==> config.mk <==
export PLATFORM = sky130hd
export DESIGN_NAME = inquiry_responder
export DESIGN_NICKNAME = d
export VERILOG_FILES = /design/src/hdl/inq_pkg.sv /design/src/hdl/byte_stream_if.sv /design/src/hdl/byte_fifo.sv /design/src/hdl/inquiry_responder.sv
export SDC_FILE = /design/constraint.sdc
export NUM_CORES = 1
export LEC_CHECK = 0
export ABC_AREA = 1
export BUFFER_PORTS_ARGS = -buffer_cell sky130_fd_sc_hd__buf_2
export CORE_MARGIN = 2
export CORE_UTILIZATION = 30
export CTS_CLUSTER_DIAMETER = 50
export DETAILED_ROUTE_END_ITERATION = 16
export GPL_TIMING_DRIVEN = 0
export PLACE_DENSITY_LB_ADDON = 0.15
export SLEW_MARGIN = 25
export SYNTH_ARGS = -nofsm -noshare
export SYNTH_HDL_FRONTEND = slang
export SYNTH_HIERARCHICAL = 1
export SYNTH_SLANG_ARGS = --single-unit
export TNS_END_PERCENT = 50
==> constraint.sdc <==
create_clock -name sys_clk -period 3.5 [get_ports sys_clk]
set_input_delay 0.7 -clock sys_clk [delete_from_list [all_inputs] [get_ports sys_clk]]
set_output_delay 0.7 -clock sys_clk [all_outputs]
set_load 0.1 [all_outputs]
==> src/hdl/inq_pkg.sv <==
// Package of constants for the inquiry responder.
package inq_pkg;
  // ---------------------------------------------------------------------------
  // Command decode
  // ---------------------------------------------------------------------------
  localparam logic [7:0] OP_INQUIRY     = 8'h12;
  localparam logic [7:0] VPD_PAGE       = 8'hF0;
  localparam int         CDB_LEN        = 6;
  localparam int         SEL_BIT        = 0;
  // ---------------------------------------------------------------------------
  // Standard data fields
  // ---------------------------------------------------------------------------
  localparam logic [7:0] BYTE0_NO_UNIT  = 8'h7F;
  localparam logic [2:0] QUAL_CONNECTED = 3'h0;
  localparam logic [4:0] TYPE_SCANNER   = 5'h06;
  localparam logic [1:0] ISO_VER        = 2'h0;
  localparam logic [2:0] ECMA_VER       = 3'h0;
  localparam logic [2:0] ANSI_VER       = 3'h2;
  localparam logic [3:0] RESP_FMT       = 4'h2;
  localparam logic [7:0] ADD_LEN        = 8'h5B;
  localparam logic [7:0] CAP_FLAGS      = 8'h10;
  localparam int         STD_LEN        = 96;
  localparam int         VPD_LEN        = 100;
  localparam int         RSV_FIRST      = 56;
  localparam int         RSV_LAST       = 95;
  localparam logic [7:0] ASCII_SPACE    = 8'h20;
  // ---------------------------------------------------------------------------
  // Status and sense, FIFO depth
  // ---------------------------------------------------------------------------
  localparam logic [7:0] ST_GOOD        = 8'h00;
  localparam logic [7:0] ST_CHECK       = 8'h02;
  localparam logic [3:0] SK_ILLEGAL     = 4'h5;
  localparam logic [7:0] ASC_INV_FIELD  = 8'h24;
  localparam int         FIFO_DEPTH     = 8;
endpackage

==> src/hdl/byte_stream_if.sv <==
// Valid/ready byte stream carrier between the responder and its FIFO.
`timescale 1ns/10ps
interface byte_stream_if #(parameter int W = 8);
  logic         valid;
  logic         ready;
  logic [W-1:0] data;
  modport src (output valid, output data, input ready);
  modport snk (input valid, input data, output ready);
endinterface

==> src/hdl/byte_fifo.sv <==
// Parameterised valid/ready FIFO.
`timescale 1ns/10ps
module byte_fifo #(
  parameter int W     = 8,
  parameter int DEPTH = 8
) (
  input  wire logic   sys_clk,
  input  wire logic   rst_b,
  byte_stream_if.snk  in_s,
  output logic        out_valid,
  input  wire logic   out_ready,
  output logic [W-1:0] out_data
);
  localparam int AW = $clog2(DEPTH);
  logic [W-1:0] mem [DEPTH];
  logic [AW-1:0] wp_q, wp_d, rp_q, rp_d;
  logic [AW:0]   cnt_q, cnt_d;
  logic          push, pop;

  // Occupancy and pointer arithmetic; full stalls the writer.
  always_comb begin
    push = in_s.valid && (cnt_q != (AW+1)'(DEPTH));
    pop  = out_ready && (cnt_q != '0);
    wp_d = push ? wp_q + 1'b1 : wp_q;
    rp_d = pop ? rp_q + 1'b1 : rp_q;
    cnt_d = cnt_q + (AW+1)'(push) - (AW+1)'(pop);
  end
  assign in_s.ready = (cnt_q != (AW+1)'(DEPTH));
  assign out_valid  = (cnt_q != '0);
  assign out_data   = mem[rp_q];

  // Storage array has no reset, only pointers and count do.
  always_ff @(posedge sys_clk) begin
    if (push) begin
      mem[wp_q] <= in_s.data;
    end
  end

  always_ff @(posedge sys_clk or negedge rst_b) begin
    if (!rst_b) begin
      wp_q  <= '0;
      rp_q  <= '0;
      cnt_q <= '0;
    end else begin
      wp_q  <= wp_d;
      rp_q  <= rp_d;
      cnt_q <= cnt_d;
    end
  end
endmodule

==> src/hdl/inquiry_responder.sv <==
// Inquiry command interpreter: CDB decode, response stream, status and sense.
//
// Summary of operation
// - Six-byte descriptor, opcode 12h, fields decoded.
// - Select bit set returns page by code.
// - Unsupported page gives check, illegal, invalid field.
// - Select clear returns standard data, nonzero page errors.
// - Only page F0h is supported.
// - Check status only when data undeliverable.
// - Pending unit attention stays, inquiry still runs.
// - 36 mandatory bytes; bytes 56-95 zero.
// - Unsupported unit returns 7Fh in byte 0; the VPD page ignores the LUN field and still returns 06h.
// - Scanner unit: qualifier 000b, type 06h.
// - Version byte: ISO 0, ECMA 0, ANSI 2.
// - Async notify and terminate bits zero.
// - Response data format is 2h.
// - Additional length 91, never adjusted.
// - Never send beyond allocation length.
// - Product id suffix varies with options.
`timescale 1ns/10ps
module inquiry_responder #(
  parameter logic [63:0]  VENDOR_ID  = 64'h5645_4E44_4F52_2020, // Arbitrary value.
  parameter logic [31:0]  REVISION   = 32'h3030_2020,           // Arbitrary value.
  parameter logic [127:0] PROD_BASE  = 128'h5343_414E_2020_2020_2020_2020_2020_2020,
  parameter int           SUFFIX_POS = 4,
  parameter logic [2:0]   UNIT_LUN   = 3'h0
) (
  input  wire logic       sys_clk,
  input  wire logic       rst_b,
  input  wire logic       cdb_valid,
  input  wire logic [7:0] cdb_byte,
  input  wire logic       endorser_fitted,
  input  wire logic       imgproc_fitted,
  input  wire logic       unit_attn_in,
  input  wire logic       data_ready,
  output logic            data_valid,
  output logic [7:0]      data_byte,
  output logic            done,
  output logic [7:0]      status,
  output logic [3:0]      sense_key,
  output logic [7:0]      sense_asc,
  output logic            unit_attn_out,
  output logic            busy
);
  // ---------------------------------------------------------------------------
  // Data path overview
  // ---------------------------------------------------------------------------
  // The six descriptor bytes are captured one per strobe while the sequencer is
  // idle; strobes that arrive during a command are ignored, so the host must wait
  // for done before it starts the next descriptor.
  // Response bytes are generated from the byte position, the page select, the LUN field and the option inputs, which keeps the
  // generator free of any memory; the cost is a wide mux that a faster clock
  // might need to pipeline.
  // The FIFO decouples generation from a host that stalls, and the skid register
  // behind it keeps data_valid and data_byte straight from flops.
  // Completion waits until both the FIFO and the skid register are empty, so
  // done never arrives while a byte is still on offer.
  // Status and sense hold their values until the next completion; the unit
  // attention input is only mirrored and never cleared by this block.

  // Gray codes along capture, decode, stream and end.
  typedef enum logic [1:0] {
    S_CDB  = 2'b00,
    S_DEC  = 2'b01,
    S_SEND = 2'b11,
    S_END  = 2'b10
  } st_e;

  st_e        st_q, st_d;
  logic [2:0] idx_q, idx_d;
  logic [7:0] cdb_q [6];
  logic [7:0] cdb_d [6];
  logic [6:0] pos_q, pos_d;
  logic [6:0] lim_q, lim_d;
  logic       vpd_q, vpd_d;
  logic       err_q, err_d;
  logic       done_q, done_d;
  logic       busy_q, busy_d;
  logic [7:0] stat_q, stat_d;
  logic [3:0] sk_q, sk_d;
  logic [7:0] asc_q, asc_d;
  logic       ua_q;
  logic [7:0] gen_byte;
  logic [127:0] prod_id;
  logic [7:0] alloc;
  logic [6:0] full_len;
  byte_stream_if #(.W(8)) fin ();
  logic       fo_valid;
  logic [7:0] fo_data;
  // Skid register of the output stage, read by the completion test as well.
  logic       ov_q, ov_d;
  logic [7:0] ob_q, ob_d;
  logic       f_pop;

  // ---------------------------------------------------------------------------
  // Product id and response byte generator
  // ---------------------------------------------------------------------------
  // Option letters are written into the id at a fixed column.
  always_comb begin
    prod_id = PROD_BASE;
    prod_id[127-8*SUFFIX_POS -: 8]     = "d";
    prod_id[127-8*(SUFFIX_POS+1) -: 8] = endorser_fitted ? "e" : (imgproc_fitted ? "i" : "m");
    prod_id[127-8*(SUFFIX_POS+2) -: 8] = (endorser_fitted && imgproc_fitted) ? "i" :
                                         ((endorser_fitted || imgproc_fitted) ? "m" : " ");
    prod_id[127-8*(SUFFIX_POS+3) -: 8] = (endorser_fitted && imgproc_fitted) ? "m" : " ";
  end

  // Byte at position pos_q; VPD page body beyond its header reads as zero.
  always_comb begin
    gen_byte = 8'h00;
    if (vpd_q) begin
      unique case (pos_q)
        7'd0:    gen_byte = {inq_pkg::QUAL_CONNECTED, inq_pkg::TYPE_SCANNER};
        7'd1:    gen_byte = inq_pkg::VPD_PAGE;
        7'd4:    gen_byte = 8'(inq_pkg::VPD_LEN - 5);
        default: gen_byte = 8'h00;
      endcase
    end else if (cdb_q[1][7:5] != UNIT_LUN) begin
      gen_byte = (pos_q == 7'd0) ? inq_pkg::BYTE0_NO_UNIT : 8'h00;
    end else if (pos_q == 7'd0) begin
      gen_byte = {inq_pkg::QUAL_CONNECTED, inq_pkg::TYPE_SCANNER};
    end else if (pos_q == 7'd1 || pos_q == 7'd5 || pos_q == 7'd6) begin
      gen_byte = 8'h00;
    end else if (pos_q == 7'd2) begin
      gen_byte = {inq_pkg::ISO_VER, inq_pkg::ECMA_VER, inq_pkg::ANSI_VER};
    end else if (pos_q == 7'd3) begin
      gen_byte = {4'h0, inq_pkg::RESP_FMT};
    end else if (pos_q == 7'd4) begin
      gen_byte = inq_pkg::ADD_LEN;
    end else if (pos_q == 7'd7) begin
      gen_byte = inq_pkg::CAP_FLAGS;
    end else if (pos_q >= 7'd8 && pos_q <= 7'd15) begin
      gen_byte = VENDOR_ID[63-8*(pos_q-7'd8) -: 8];
    end else if (pos_q >= 7'd16 && pos_q <= 7'd31) begin
      gen_byte = prod_id[127-8*(pos_q-7'd16) -: 8];
    end else if (pos_q >= 7'd32 && pos_q <= 7'd35) begin
      gen_byte = REVISION[31-8*(pos_q-7'd32) -: 8];
    end else if (pos_q >= 7'(inq_pkg::RSV_FIRST)) begin
      gen_byte = 8'h00;
    end else begin
      gen_byte = inq_pkg::ASCII_SPACE;
    end
  end

  // ---------------------------------------------------------------------------
  // Command sequencer
  // ---------------------------------------------------------------------------
  // Next-state logic for capture, decode, stream and completion.
  always_comb begin
    st_d   = st_q;
    idx_d  = idx_q;
    cdb_d  = cdb_q;
    pos_d  = pos_q;
    lim_d  = lim_q;
    vpd_d  = vpd_q;
    err_d  = err_q;
    done_d = 1'b0;
    busy_d = (st_q != S_CDB);
    stat_d = stat_q;
    sk_d   = sk_q;
    asc_d  = asc_q;
    alloc  = cdb_q[4];
    full_len = vpd_q ? 7'(inq_pkg::VPD_LEN) : 7'(inq_pkg::STD_LEN);
    unique case (st_q)
      S_CDB: begin
        if (cdb_valid) begin
          cdb_d[idx_q] = cdb_byte;
          if (idx_q == 3'(inq_pkg::CDB_LEN - 1)) begin
            idx_d = 3'h0;
            st_d  = S_DEC;
          end else begin
            idx_d = idx_q + 3'h1;
          end
        end
      end
      S_DEC: begin
        vpd_d = cdb_q[1][inq_pkg::SEL_BIT];
        // Error only when the requested data cannot be delivered.
        if (cdb_q[0] != inq_pkg::OP_INQUIRY) begin
          err_d = 1'b1;
        end else if (cdb_q[1][inq_pkg::SEL_BIT]) begin
          err_d = (cdb_q[2] != inq_pkg::VPD_PAGE);
        end else begin
          err_d = (cdb_q[2] != 8'h00);
        end
        pos_d = 7'h0;
        lim_d = 7'((alloc < 8'(full_len)) ? alloc : 8'(full_len));
        if (cdb_q[1][inq_pkg::SEL_BIT]) begin
          lim_d = 7'((alloc < 8'(inq_pkg::VPD_LEN)) ? alloc : 8'(inq_pkg::VPD_LEN));
        end else begin
          lim_d = 7'((alloc < 8'(inq_pkg::STD_LEN)) ? alloc : 8'(inq_pkg::STD_LEN));
        end
        st_d = S_SEND;
      end
      S_SEND: begin
        if (err_q || pos_q == lim_q) begin
          st_d = S_END;
        end else if (fin.ready) begin
          pos_d = pos_q + 7'h1;
        end
      end
      S_END: begin
        // The last byte may still sit in the skid register; wait for it too.
        if (!fo_valid && !ov_q) begin
          done_d = 1'b1;
          stat_d = err_q ? inq_pkg::ST_CHECK : inq_pkg::ST_GOOD;
          sk_d   = err_q ? inq_pkg::SK_ILLEGAL : 4'h0;
          asc_d  = err_q ? inq_pkg::ASC_INV_FIELD : 8'h00;
          st_d   = S_CDB;
        end
      end
    endcase
  end

  // Push generated bytes into the FIFO while streaming is allowed.
  assign fin.valid = (st_q == S_SEND) && !err_q && (pos_q != lim_q);
  assign fin.data  = gen_byte;

  // Registers of the sequencer; the unit attention is only mirrored, never cleared here.
  always_ff @(posedge sys_clk or negedge rst_b) begin
    if (!rst_b) begin
      st_q   <= S_CDB;
      idx_q  <= 3'h0;
      for (int i = 0; i < 6; i++) begin
        cdb_q[i] <= 8'h00;
      end
      pos_q  <= 7'h0;
      lim_q  <= 7'h0;
      vpd_q  <= 1'b0;
      err_q  <= 1'b0;
      done_q <= 1'b0;
      busy_q <= 1'b0;
      stat_q <= 8'h00;
      sk_q   <= 4'h0;
      asc_q  <= 8'h00;
      ua_q   <= 1'b0;
    end else begin
      st_q   <= st_d;
      idx_q  <= idx_d;
      cdb_q  <= cdb_d;
      pos_q  <= pos_d;
      lim_q  <= lim_d;
      vpd_q  <= vpd_d;
      err_q  <= err_d;
      done_q <= done_d;
      busy_q <= busy_d;
      stat_q <= stat_d;
      sk_q   <= sk_d;
      asc_q  <= asc_d;
      ua_q   <= unit_attn_in;
    end
  end

  // ---------------------------------------------------------------------------
  // Output buffer and registered output stage
  // ---------------------------------------------------------------------------

  // The skid register keeps data outputs straight from flops.
  always_comb begin
    f_pop = fo_valid && (!ov_q || data_ready);
    ov_d  = ov_q;
    ob_d  = ob_q;
    if (data_ready && ov_q) begin
      ov_d = 1'b0;
    end
    if (f_pop) begin
      ov_d = 1'b1;
      ob_d = fo_data;
    end
  end

  always_ff @(posedge sys_clk or negedge rst_b) begin
    if (!rst_b) begin
      ov_q <= 1'b0;
      ob_q <= 8'h00;
    end else begin
      ov_q <= ov_d;
      ob_q <= ob_d;
    end
  end

  byte_fifo #(.W(8), .DEPTH(inq_pkg::FIFO_DEPTH)) u_fifo (
    .sys_clk   (sys_clk),
    .rst_b     (rst_b),
    .in_s      (fin),
    .out_valid (fo_valid),
    .out_ready (f_pop),
    .out_data  (fo_data)
  );

  assign data_valid    = ov_q;
  assign data_byte     = ob_q;
  assign done          = done_q;
  assign status        = stat_q;
  assign sense_key     = sk_q;
  assign sense_asc     = asc_q;
  assign unit_attn_out = ua_q;
  assign busy          = busy_q;
endmodule
==> flow_summary.ini <==
[status]
status = completed

[job]
cap_violations = 0

[placement]
dp.cells = 1228
gp_routability_congestion = 0.772
place_ws_ns = 0.420
numPortBuffers = 31
dp_hpwl_mm = 12.2

[clocking]
post_cts_resize_count = 0
root_buffer = clkbuf_16
cts_htree_levels = 4
cts_tree = done
clk_pin_slew_ns = 0.06
clkLatencyLatePin_ns = 0.42
cts-buffers-inserted = 17
clock_sinks = 136
cts_buffer_depth = 2
post_cts_buffers = 0
hold_buffers = 0

[yosys]
synth_top_family_by_area = simple AND/OR/NAND/NOR gates
yosys.area_share.xor_xnor = 0.0166
ys_types = 42
synth_seq_cells = 136
synthSimpleGateAreaFrac = 0.250
avgSynthCellArea_um2 = 8.62
synth_warnings = 6
seq_area_frac_synth = 0.505
synthesis.instances = 855
synth_mux_area_frac = 0
synthAdderAreaFrac = 0.0520
synth_compound_area_frac = 0.0584
synthesis.area_mm2 = 0.00737

[floorplanning]
num_rows = 57
num_io_pins = 47
die_area_mm2 = 0.0258
dieHeight_um = 161
die_width_um = 161
coreArea_mm2 = 0.0242
start_util = 0.304

[setup_path]
crit_required_ns = 3.62
critical_path_buf_inv_count = 3
cp.depth = 13
critical_path_class = register to register
crit_slowest_cell = dfrtp_1
r2r_cells = 13
path_delay_family = compound AO/OA/AOI/OAI gates
cpMostUsedCell = nand2_1
critPathMaxFanout = 11
critPathLaunchType = register
path_cells = inv_1, ha_1, ha_1, inv_1, nand2_1, nand2_1, inv_1, nand2_1, nand2_1, nand3_1, nand3_1, a21oi_1, o31ai_2
worstPathArrival_ns = 3.18
slowest_delay_ns = 0.59
end_kind = register

[hold_path]
hold_path_class = input pin to async pin

[route]
first_pass_iters = 4
avgRoutedWirePerCell_um = 13.3
m1WireLength_mm = 8.03
via_per_inst = 4.22
wl_met2_mm = 8.25
drt_wl_total_mm = 16.8
dr.max_layer_used = met4
wl_met3_um = 471
drtIter0Drc = 279
drt.antenna.violating_nets = 0
vias = 5317
drc_errors = 0

[global_routing]
grt_usage = 0.139
grt_pass1_wl_mm = 28.1
grt_pass1_vias = 5339
grt_antenna_before_repair = 0
grt_max_degree = 51
grt_overflow = 0

[cells_and_area]
mostFrequentLayoutCells = nand2_1, inv_1, dfrtp_1, nand3_1, edfxtp_1
multi_input_area_mm2 = 0.00288
diodes = 0
finalNonFillerCells = 1260
fin_nets = 968
fillCellCount = 2527
regArea_mm2 = 0.00372
drive_gt1_frac = 0.172
final_common_cell = nand2_1
area_growth_pct = 17.8
final_core_util = 0.358

[timing]
rsz0062_at_grt = no
maxSlewViolCount = 0
fin_ws_ns = 0.438
final.setup.tns_ns = 0
fmax_mhz = 327
final.min_clock_period_ns = 3.06
timing.slew.headroom = 0.464
hold_viol_final = 0
finalSetupViolCount = 0
fin_crit_sh = 0.875
whs_ns = 0.183
finalClockSkew_ns = 0.00966
tightest_slew_ns = 0.799

[pwr]
power.density_mw_per_mm2 = 852
ir_drop_uv = 399
leakagePower_uw = 0.00429
flip-flops by register name (all words and copies together), names as in the netlist, 4 cells and up:
signal,cells
u_fifo/mem,64
cdb_q,20
alloc,8
data_byte,8
lim_q,7
pos_q,7
u_fifo/cnt_q,4
Yosys cell counts:
cell,n,area share
inv_6,1,0.0012
fa_1,1,0.0027
o21ai_2,3,0.0036
o2111ai_1,1,0.0012
nand2_2,17,0.014
nor2_2,9,0.0076
nand3_1,69,0.047
nand2_4,2,0.0031
nor2_1,23,0.012
inv_2,7,0.0036
clkbuf_1,2,0.0010
clkinv_1,1,0.00051
nor3_4,1,0.0022
inv_1,131,0.067
nand3b_1,3,0.0031
o22ai_1,2,0.0017
nand2_1,259,0.13
xor2_1,12,0.014
nand4_1,11,0.0093
nor2_4,2,0.0031
edfxtp_1,64,0.26
conb_1,1,0.00051
dfrtp_1,72,0.24
nor4_1,4,0.0034
inv_4,1,0.00085
buf_4,25,0.025
a21oi_1,11,0.0075
o21ai_1,2,0.0014
o21ai_0,52,0.035
xnor2_1,2,0.0024
ha_1,29,0.049
buf_2,5,0.0034
inv_8,1,0.0015
o31ai_1,2,0.0020
nand2_8,1,0.0027
buf_6,7,0.011
o211ai_2,2,0.0034
nand3_2,2,0.0027
o211ai_1,1,0.0010
o32a_1,1,0.0014
nor3_1,12,0.0081
buf_8,1,0.0020
path summary, 6_finish.rpt:
check                                          from                    endpoint  slack, ns
setup / recovery               pos_q[4]$_DFFE_PN0P_  u_fifo/mem[0][2]$_DFFE_PP_       0.44
hold / removal                                rst_b   u_fifo/cnt_q[1]$_DFF_PN0_       0.18
setup reg to reg               pos_q[4]$_DFFE_PN0P_  u_fifo/mem[0][2]$_DFFE_PP_       0.44
hold reg to reg            data_byte[1]$_DFFE_PN0P_    data_byte[1]$_DFFE_PN0P_       0.47
max in group asynchronous                     rst_b        pos_q[3]$_DFFE_PN0P_       2.75
min in group sys_clk                   unit_attn_in     unit_attn_out$_DFF_PN0_       0.39
power by group:
part | switching, µW | leakage [µW] | internal [µW] | total, µW
combinational | 2240 | 0.00250 | 864 | 3110
clock | 686 | 0.000290 | 1100 | 1790
sequential | 250 | 0.00150 | 2250 | 2500
total | 3180 | 0.00429 | 4210 | 7390
metrics by stage:
stage	power (µW)	instance area, µm²
3_3_place_gp	5650	7980
6_report	7390	8680
5_1_grt	7970	8680
3_5_place_dp	5690	8080
2_1_floorplan	4860	7420
4_1_cts	7510	8680
logic make-up after synthesis:
family / after synthesis
flops: 136
compound gates: 77
xor+xnor: 14
other cells: 1
buf+inv: 182
simple gates: 415
fa+ha+maj: 30
area by class of cell:
class | instances | share of cell area
Buffer | 40 | 0.0362
Timing Repair Buffer | 35 | 0.0239
Inverter | 142 | 0.0631
Multi-Input combinational cell | 551 | 0.332
Clock buffer | 23 | 0.0588
Sequential cell | 136 | 0.429
Tap cell | 324 | 0.0467
Clock inverter | 9 | 0.0101
worst reg2reg max path: stages, from the launching register on:
cell     delay [ns]
dfrtp_1        0.59
inv_1          0.25
ha_1           0.26
ha_1           0.29
inv_1          0.04
nand2_1        0.08
nand2_1        0.15
inv_1          0.17
nand2_1        0.06
nand2_1        0.06
nand3_1        0.06
nand3_1        0.08
a21oi_1        0.09
o31ai_2        0.57
routing by layer:
metal  GRT usage  vias to the layer above
met4      0.0341                        0
met2       0.237                       61
met1       0.181                     2426
met3      0.0302                        2
met5           0                        -
li1            -                     2828
Power figures use the tool's default switching activity.
